## src/hdl/ewp_pkg.sv

```systemverilog
// Package of the write-latch and protection block: command codes, status layout,
// protection decode and timing counts.
// Assumes a 10 MHz core clock sampling the serial link pins.
package ewp_pkg;

	// ************************************************************
	// Commands
	// ************************************************************
	localparam logic [7:0] CMD_LATCH_SET = 8'h06;
	localparam logic [7:0] CMD_LATCH_CLEAR = 8'h04;
	localparam logic [7:0] CMD_STATUS_READ = 8'h05;
	localparam logic [7:0] CMD_STATUS_WRITE = 8'h01;
	localparam logic [4:0] CMD_WRITE_MASK = 5'h1F;
	localparam logic [2:0] CMD_WRITE_LOW = 3'h2;
	localparam logic [2:0] CMD_READ_LOW = 3'h3;
	localparam logic [3:0] CMD_HIGH_NIBBLE = 4'h0;

	// ************************************************************
	// Status byte layout
	// ************************************************************
	localparam int STS_BUSY_BIT = 0;
	localparam int STS_LATCH_BIT = 1;
	localparam int STS_BP_LO_BIT = 2;
	localparam int STS_BP_HI_BIT = 3;
	localparam logic [1:0] BP_RESET = 2'h0;
	localparam logic [3:0] STS_UPPER_READ = 4'h0;

	// ************************************************************
	// Protection boundaries (9-bit array address)
	// ************************************************************
	localparam logic [8:0] PROT_QUARTER_BASE = 9'h180;
	localparam logic [8:0] PROT_HALF_BASE = 9'h100;

	// ************************************************************
	// Frame bit counts
	// ************************************************************
	localparam logic [7:0] BITS_CMD = 8'h08;
	localparam logic [7:0] BITS_STATUS_WRITE = 8'h10;
	localparam logic [7:0] BITS_ADDR_END = 8'h10;
	localparam logic [7:0] BITS_PAGE_MAX = 8'h90;

	// ************************************************************
	// Internal write time
	// ************************************************************
	localparam int CLK_PERIOD_NS = 100;
	localparam int WRITE_TIME_US = 5;
	localparam int WRITE_CYCLES = (WRITE_TIME_US * 1000) / CLK_PERIOD_NS;

	typedef enum logic [1:0] {
		EWP_IDLE = 2'b00,
		EWP_CMD = 2'b01,
		EWP_DATA = 2'b10,
		EWP_SKIP = 2'b11
	} ewp_phase_e;

	typedef struct packed {
		logic frame;
		logic rise;
		logic fall;
		logic mosi;
		logic wp_n;
	} ewp_link_s;

endpackage : ewp_pkg

```

## src/hdl/ewp_sync.sv

```systemverilog
// Two-flop synchroniser bank for the serial link pins.
// Assumes pins change asynchronously to clock.
`timescale 1ns/1ps
`default_nettype none
module ewp_sync #(
	parameter int WIDTH = 4
) (
	// Clock and reset
	input wire logic clock,
	input wire logic rst_n,
	// Data
	input wire logic [WIDTH-1:0] async_in,
	input wire logic [WIDTH-1:0] reset_val,
	output logic [WIDTH-1:0] sync_out
);

	// Flops reset to ones, the idle level of the select pin; reset_val is left unused,
	// as a reset branch may load constants only.
	genvar g;
	generate
		for (g = 0; g < WIDTH; g++) begin : g_bit
			logic m_q;
			logic s_q;
			always_ff @(posedge clock or negedge rst_n) begin
				if (!rst_n) begin
					m_q <= 1'b1;
					s_q <= 1'b1;
				end else begin
					m_q <= async_in[g];
					s_q <= m_q;
				end
			end
			assign sync_out[g] = s_q;
		end
	endgenerate

	logic unused_ok;
	assign unused_ok = ^reset_val;

endmodule : ewp_sync
`default_nettype wire

```

## src/hdl/ewp_core.sv

```systemverilog
// Write-enable latch, status register and block protection of a 512-byte
// serial memory, seen from the pins: chip select, serial clock, data in/out
// and the write-protect pin. Assumes pins are asynchronous to clock.
`timescale 1ns/1ps
`default_nettype none
module ewp_core (
	// Clock and reset
	input wire logic clock,
	input wire logic rst_n,
	// Serial link pins
	input wire logic cs_n,
	input wire logic sck,
	input wire logic mosi,
	output logic miso_o,
	output logic miso_oe,
	// Write-protect pin, active low
	input wire logic wp_n,
	// Protect bits, cleared by reset, array write strobe and address towards the cell array, and status flags
	output logic [1:0] block_protect,
	output logic array_write_go,
	output logic [8:0] array_write_addr,
	output logic write_in_progress_flag,
	output logic write_latch_flag
);

	// ************************************************************
	// Pin synchronisation
	// ************************************************************
	logic [3:0] pins_s;
	ewp_sync #(.WIDTH(4)) u_sync (
		.clock(clock),
		.rst_n(rst_n),
		.async_in({cs_n, sck, mosi, wp_n}),
		.reset_val(4'hF),
		.sync_out(pins_s)
	);

	logic sck_prev_q;
	logic cs_prev_q;
	always_ff @(posedge clock or negedge rst_n) begin
		if (!rst_n) begin
			sck_prev_q <= 1'b1;
			cs_prev_q <= 1'b1;
		end else begin
			sck_prev_q <= pins_s[2];
			cs_prev_q <= pins_s[3];
		end
	end

	ewp_pkg::ewp_link_s lnk;
	assign lnk.frame = !pins_s[3];
	assign lnk.rise = lnk.frame && pins_s[2] && !sck_prev_q;
	assign lnk.fall = lnk.frame && !pins_s[2] && sck_prev_q;
	assign lnk.mosi = pins_s[1];
	assign lnk.wp_n = pins_s[0];

	logic frame_end;
	logic frame_start;
	assign frame_end = pins_s[3] && !cs_prev_q;
	assign frame_start = !pins_s[3] && cs_prev_q;

	// ************************************************************
	// Shift register and bit counter
	// ************************************************************
	logic [7:0] shift_q;
	logic [7:0] bits_q;
	logic [7:0] cmd_q;
	logic [7:0] status_data_q;
	logic [8:0] addr_q;
	ewp_pkg::ewp_phase_e phase_q;
	logic busy_q;
	logic latch_q;
	logic [1:0] bp_q;

	logic [7:0] shift_next;
	assign shift_next = {shift_q[6:0], lnk.mosi};

	always_ff @(posedge clock or negedge rst_n) begin
		if (!rst_n) begin
			shift_q <= 8'h00;
			bits_q <= 8'h00;
		end else if (frame_start) begin
			bits_q <= 8'h00;
		end else if (lnk.rise) begin
			shift_q <= shift_next;
			if (bits_q != 8'hFF) begin
				bits_q <= bits_q + 8'h01;
			end
		end
	end

	// Command byte is captured at the eighth rising edge.
	logic cmd_done;
	assign cmd_done = lnk.rise && (bits_q == ewp_pkg::BITS_CMD - 8'h01);

	always_ff @(posedge clock or negedge rst_n) begin
		if (!rst_n) begin
			cmd_q <= 8'h00;
			phase_q <= ewp_pkg::EWP_IDLE;
		end else if (frame_start) begin
			phase_q <= ewp_pkg::EWP_CMD;
			cmd_q <= 8'h00;
		end else if (frame_end) begin
			phase_q <= ewp_pkg::EWP_IDLE;
		end else begin
			case (phase_q)
				ewp_pkg::EWP_CMD: begin
					if (cmd_done) begin
						cmd_q <= shift_next;
						phase_q <= ewp_pkg::EWP_DATA;
					end
				end
				ewp_pkg::EWP_DATA: begin
					if (lnk.rise && bits_q == 8'hFE) begin
						phase_q <= ewp_pkg::EWP_SKIP;
					end
				end
				ewp_pkg::EWP_SKIP: begin
				end
				ewp_pkg::EWP_IDLE: begin
				end
				default: begin
					phase_q <= ewp_pkg::EWP_IDLE;
				end
			endcase
		end
	end

	// ************************************************************
	// Command decode
	// ************************************************************
	logic is_array_write;
	logic is_status_read;
	assign is_array_write = (cmd_q[7:4] == ewp_pkg::CMD_HIGH_NIBBLE)
		&& (cmd_q[2:0] == ewp_pkg::CMD_WRITE_LOW);
	assign is_status_read = (cmd_q == ewp_pkg::CMD_STATUS_READ);

	always_ff @(posedge clock or negedge rst_n) begin
		if (!rst_n) begin
			addr_q <= 9'h000;
			status_data_q <= 8'h00;
		end else if (lnk.rise && phase_q == ewp_pkg::EWP_DATA) begin
			if (bits_q == ewp_pkg::BITS_ADDR_END - 8'h01) begin
				addr_q <= {cmd_q[3], shift_next};
			end
			if (bits_q == ewp_pkg::BITS_STATUS_WRITE - 8'h01) begin
				status_data_q <= shift_next;
			end
		end
	end

	// Whole data bytes after address, up to one page.
	logic write_count_ok;
	assign write_count_ok = (bits_q > ewp_pkg::BITS_ADDR_END)
		&& (bits_q <= ewp_pkg::BITS_PAGE_MAX)
		&& (bits_q[2:0] == 3'h0);

	logic addr_protected;
	always_comb begin
		case (bp_q)
			2'b00: addr_protected = 1'b0;
			2'b01: addr_protected = (addr_q >= ewp_pkg::PROT_QUARTER_BASE);
			2'b10: addr_protected = (addr_q >= ewp_pkg::PROT_HALF_BASE);
			2'b11: addr_protected = 1'b1;
			default: addr_protected = 1'b1;
		endcase
	end

	logic end_ok;
	assign end_ok = frame_end && !busy_q && lnk.wp_n;
	logic go_set;
	logic go_clear;
	logic go_status;
	logic go_array;
	assign go_set = frame_end && (bits_q == ewp_pkg::BITS_CMD)
		&& (cmd_q == ewp_pkg::CMD_LATCH_SET);
	assign go_clear = frame_end && (bits_q == ewp_pkg::BITS_CMD)
		&& (cmd_q == ewp_pkg::CMD_LATCH_CLEAR);
	assign go_status = end_ok && latch_q && (bits_q == ewp_pkg::BITS_STATUS_WRITE)
		&& (cmd_q == ewp_pkg::CMD_STATUS_WRITE);
	assign go_array = end_ok && latch_q && is_array_write && write_count_ok
		&& !addr_protected;

	// ************************************************************
	// Internal write cycle timer
	// ************************************************************
	logic [15:0] timer_q;
	logic timer_done;
	assign timer_done = busy_q && (timer_q == 16'h0000);

	always_ff @(posedge clock or negedge rst_n) begin
		if (!rst_n) begin
			busy_q <= 1'b0;
			timer_q <= 16'h0000;
		end else if (go_status || go_array) begin
			busy_q <= 1'b1;
			timer_q <= 16'(ewp_pkg::WRITE_CYCLES - 1);
		end else if (timer_done) begin
			busy_q <= 1'b0;
		end else if (busy_q) begin
			timer_q <= timer_q - 16'h0001;
		end
	end

	logic status_pending_q;
	always_ff @(posedge clock or negedge rst_n) begin
		if (!rst_n) begin
			status_pending_q <= 1'b0;
			bp_q <= ewp_pkg::BP_RESET;
		end else if (go_status) begin
			status_pending_q <= 1'b1;
		end else if (timer_done && status_pending_q) begin
			status_pending_q <= 1'b0;
			bp_q <= {status_data_q[ewp_pkg::STS_BP_HI_BIT],
				status_data_q[ewp_pkg::STS_BP_LO_BIT]};
		end
	end

	// ************************************************************
	// Write-enable latch
	// ************************************************************
	always_ff @(posedge clock or negedge rst_n) begin
		if (!rst_n) begin
			latch_q <= 1'b0;
		end else if (!lnk.wp_n) begin
			latch_q <= 1'b0;
		end else if (go_set) begin
			// A set landing on the last write cycle wins over the end-of-write clear.
			latch_q <= 1'b1;
		end else if (timer_done || go_clear) begin
			latch_q <= 1'b0;
		end
	end

	// ************************************************************
	// Status read-out, shifted after each falling edge
	// ************************************************************
	logic [7:0] status_byte;
	assign status_byte = {ewp_pkg::STS_UPPER_READ, bp_q, latch_q, busy_q};

	logic [7:0] out_shift_q;
	always_ff @(posedge clock or negedge rst_n) begin
		if (!rst_n) begin
			out_shift_q <= 8'h00;
			miso_o <= 1'b0;
			miso_oe <= 1'b0;
		end else if (!lnk.frame) begin
			miso_oe <= 1'b0;
			miso_o <= 1'b0;
		end else if (lnk.fall && phase_q == ewp_pkg::EWP_DATA && is_status_read) begin
			miso_oe <= 1'b1;
			if (bits_q[2:0] == 3'h0) begin
				miso_o <= status_byte[7];
				out_shift_q <= {status_byte[6:0], 1'b0};
			end else begin
				miso_o <= out_shift_q[7];
				out_shift_q <= {out_shift_q[6:0], 1'b0};
			end
		end
	end

	// ************************************************************
	// Registered outputs
	// ************************************************************
	always_ff @(posedge clock or negedge rst_n) begin
		if (!rst_n) begin
			block_protect <= ewp_pkg::BP_RESET;
			array_write_go <= 1'b0;
			array_write_addr <= 9'h000;
			write_in_progress_flag <= 1'b0;
			write_latch_flag <= 1'b0;
		end else begin
			block_protect <= bp_q;
			array_write_go <= go_array;
			array_write_addr <= addr_q;
			write_in_progress_flag <= busy_q;
			write_latch_flag <= latch_q;
		end
	end

endmodule : ewp_core
`default_nettype wire

```

## config.mk

```make
export PLATFORM = sky130hd
export DESIGN_NAME = ewp_core
export DESIGN_NICKNAME = d
export VERILOG_FILES = /design/src/hdl/ewp_pkg.sv /design/src/hdl/ewp_sync.sv /design/src/hdl/ewp_core.sv
export SDC_FILE = /design/constraint.sdc
export NUM_CORES = 1
export LEC_CHECK = 0
export BUFFER_PORTS_ARGS = -buffer_cell sky130_fd_sc_hd__buf_4
export CAP_MARGIN = 20
export CORE_MARGIN = 2
export CORE_UTILIZATION = 35
export CTS_CLUSTER_DIAMETER = 120
export DETAILED_ROUTE_END_ITERATION = 16
export GPL_TIMING_DRIVEN = 1
export PLACE_DENSITY = 0.58
export SLEW_MARGIN = 40
export SYNTH_ARGS = -nofsm -noshare
export SYNTH_HDL_FRONTEND = slang
export SYNTH_SLANG_ARGS = --single-unit
```

## constraint.sdc

```tcl
create_clock -name clock -period 2.7 [get_ports clock]
set_input_delay 0.27 -clock clock [delete_from_list [all_inputs] [get_ports clock]]
set_output_delay 0.27 -clock clock [all_outputs]
set_load 0.03 [all_outputs]
```

==> impl_results.md <==
- Status: complete, no violations
- Leading cell type in the layout, fill and taps excluded: dfrtp_1
- Clock Tree Root: clkbuf_8
- Initial antenna violation count: 0
- I/O pins: 22
- Total CTS buffers: 9
- Setup WS post-layout: approximately 0.42 ns
- DR iter-0 viols: 85
- Sequential-to-total area share from yosys stat: 0.598
- Worst IR drop on VDD: 441 µV
- Library cells used by synthesis: 49
- Average size of a mapped cell: 12.0 µm²
- Drt first pass iters: 4
- Startpoint types: register
- CP max FO: 12
- CP endpoint kind: register
- Antenna Nets Post-Route: 0
- Crit Path Category: register to register
- DR WL/cell: 14.0 µm
- Pwr Density: about 640 mW/mm²
- Final core utilization: 0.425
- Measured slew at the worst slew-check pin: 0.669 ns
- Htree depth: 3
- Most frequent cells in the layout: 78 x dfrtp_1, 27 x buf_4, 24 x nand2_1
- Core Region: 0.0103 mm²
- Ys async rst share: 1.00
- Static Leak: 2.01 nW
- Finished Layout Cells: 486
- Yosys Warn Count: 0
- Post-synth net total: around 320
- Starting density of the core: 0.360
- Max_slew headroom: 0.553
- CP Data Arrival Time: 2.51 ns
- Width of the die: 107 µm
- P&R area growth vs syn: 17.8%
- Mapped Area: 0.00370 mm²
- DR vias: 2399
- Fin. max-slew vios: 0
- Area contributors post-synth: dfrtp_1 53%, dfstp_2 7.1%, mux2_2 5.5%
- Number of synthesized register bits: 88
- Final hold violation count: 0
- Drt drc: 0
- Critical Path RT: 2.93 ns
- RSZ-0062 raised after global routing: no
- Area leader, netlist: dfrtp_1
- Area after DPL: 0.00406 mm²
- Post-route cell area: 0.00436 mm²
- Nets: 360
- Crit share post-route: 0.845
- Max-cap violations: 0
- Hold path depth: 0
- Post-Route Skew: 0.0140 ns
- Final WL: 6.80 mm
- Post-DP HPWL: 4.60 mm
- IO buf count: 21
- Vias in the first global route: between 2000 and 2500
- Worst R2R Path Depth: 5
- All-Layer GR Usage: 0.130
- Clock Sinks: 88
- # rows: 37
- Main synth FF type: dfrtp_1
- Die Y: 107 µm
- # setup viols final: 0
- Largest net degree at the start of global routing: 53
- Post-synth EDFFs: 0
- Max clock buf depth: 2
- Worst-path clk slew: roughly 0.08 ns
- GRT Residual Overflow: 0
- Worst skew pair latency: 0.35 ns
- Die Footprint: 0.0114 mm²
- Post-CTS resize count: 0
- Final period demand of the worst path: 2.28 ns
- DR vias/cell: 4.94
- Worst min path class: register to register
- Post-synth top area share: 0.527
- Share of cells above drive strength 1: 0.217
- Antenna diode count: 0
- Pre-CTS WS: between 0.4 and 0.5 ns
- CTS tree: done
- Fmax: 0.438 GHz
- GPL Wtd Cong: 0.801
- Synthesized instance count: between 300 and 400
- First-pass GRT wire length: 11.8 mm
- Final setup TNS: 0 ns
- Placed cells: roughly 470
-- final timing paths --
path,slack (ns),to,start
max,0.42,bp_q[0],timer_q[8]
min,0.36,u_sync.g_bit[1].s_q,u_sync.g_bit[1].m_q
max reg2reg,0.42,bp_q[0],timer_q[8]
min reg2reg,0.36,u_sync.g_bit[1].s_q,u_sync.g_bit[1].m_q
max in group asynchronous,1.57,status_data_q[2],rst_n
min in group asynchronous,0.50,status_data_q[0],rst_n
-- Yosys cell counts, types with 7 or more instances --
library cell / count
a21oi_1: 13
a22o_1: 8
dfrtp_1: 78
dfstp_2: 10
ha_1: 9
inv_1: 13
mux2_2: 18
nand2_1: 24
nand3_1: 7
nand4_1: 8
nor2_1: 19
nor4_1: 7
o21ai_0: 13
or3_1: 9
-- report_power, final --
group | switching [mW] | internal (mW)
clock | 0.433 | 0.710
combinational | 0.115 | 0.103
sequential | 0.0601 | 1.39
-- through the flow --
stage / total power [mW] / hold WS, ns
2_1_floorplan: 1.60 / -0.0256
3_3_place_gp: 1.68 / 0.338
3_5_place_dp: 1.69 / 0.339
4_1_cts: 2.85 / 0.00201
5_1_grt: 2.94 / 0.357
6_report: 2.81 / 0.358
-- state kept, by name, indices dropped and copies added (netlist names), 2 cells and up --
signal / flops
array_write_addr: 9
out_shift_q: 7
addr_q: 6
bits_q: 8
status_data_q: 3
timer_q: 16
phase_q: 2
shift_q: 7
u_sync.g_bit.m_q: 4
u_sync.g_bit.s_q: 4
block_protect: 2
bp_q: 2
cmd_q: 8
-- area by class of cell --
class                           instances  area (µm²)
Clock buffer                           12         135
Multi-Input combinational cell        200        1400
Clock inverter                          4         120
Tap cell                              136         170
Timing Repair Buffer                   33         273
Sequential cell                        88        2210
Inverter                               13        48.8
Fill cell                             976        5910
-- repair_timing --
| action | in CTS | in global routing |
|---|---|---|
| hold buffers | 1 | 4 |
| setup buffers | 0 | 0 |
| hold endpoints to repair | 41 | 4 |
-- per-layer routing --
layer | global-route usage | part of all wire | wire length, µm
met1 | 0.185 | 0.50 | 3400
met2 | 0.191 | 0.45 | 3060
met3 | 0.0371 | 0.040 | 269
met4 | 0.0445 | 0.011 | 72
met5 | 0 | 0 | 0
-- worst max-delay path, cell delays in order (launching register included) --
cell	delay (ns)
dfrtp_1	0.40
or4_4	0.57
or3_4	0.41
nor4_2	0.37
nand2_1	0.14
mux2_2	0.28
-- kinds of logic (layout without fill, tap and decap cells) --
family | after synthesis | count (layout) | share of synthesized area
xor gates and xnor gates | 11 | 11 | 0.0260
muxes | 23 | 23 | 0.0682
adders and majority gates | 9 | 9 | 0.0304
and+or+nand+nor | 106 | 106 | 0.163
buffers and inverters | 21 | 62 | 0.0236
AOI/OAI and AO/OA | 51 | 51 | 0.0909
DFF | 88 | 88 | 0.598
Power figures use the tool's default switching activity.
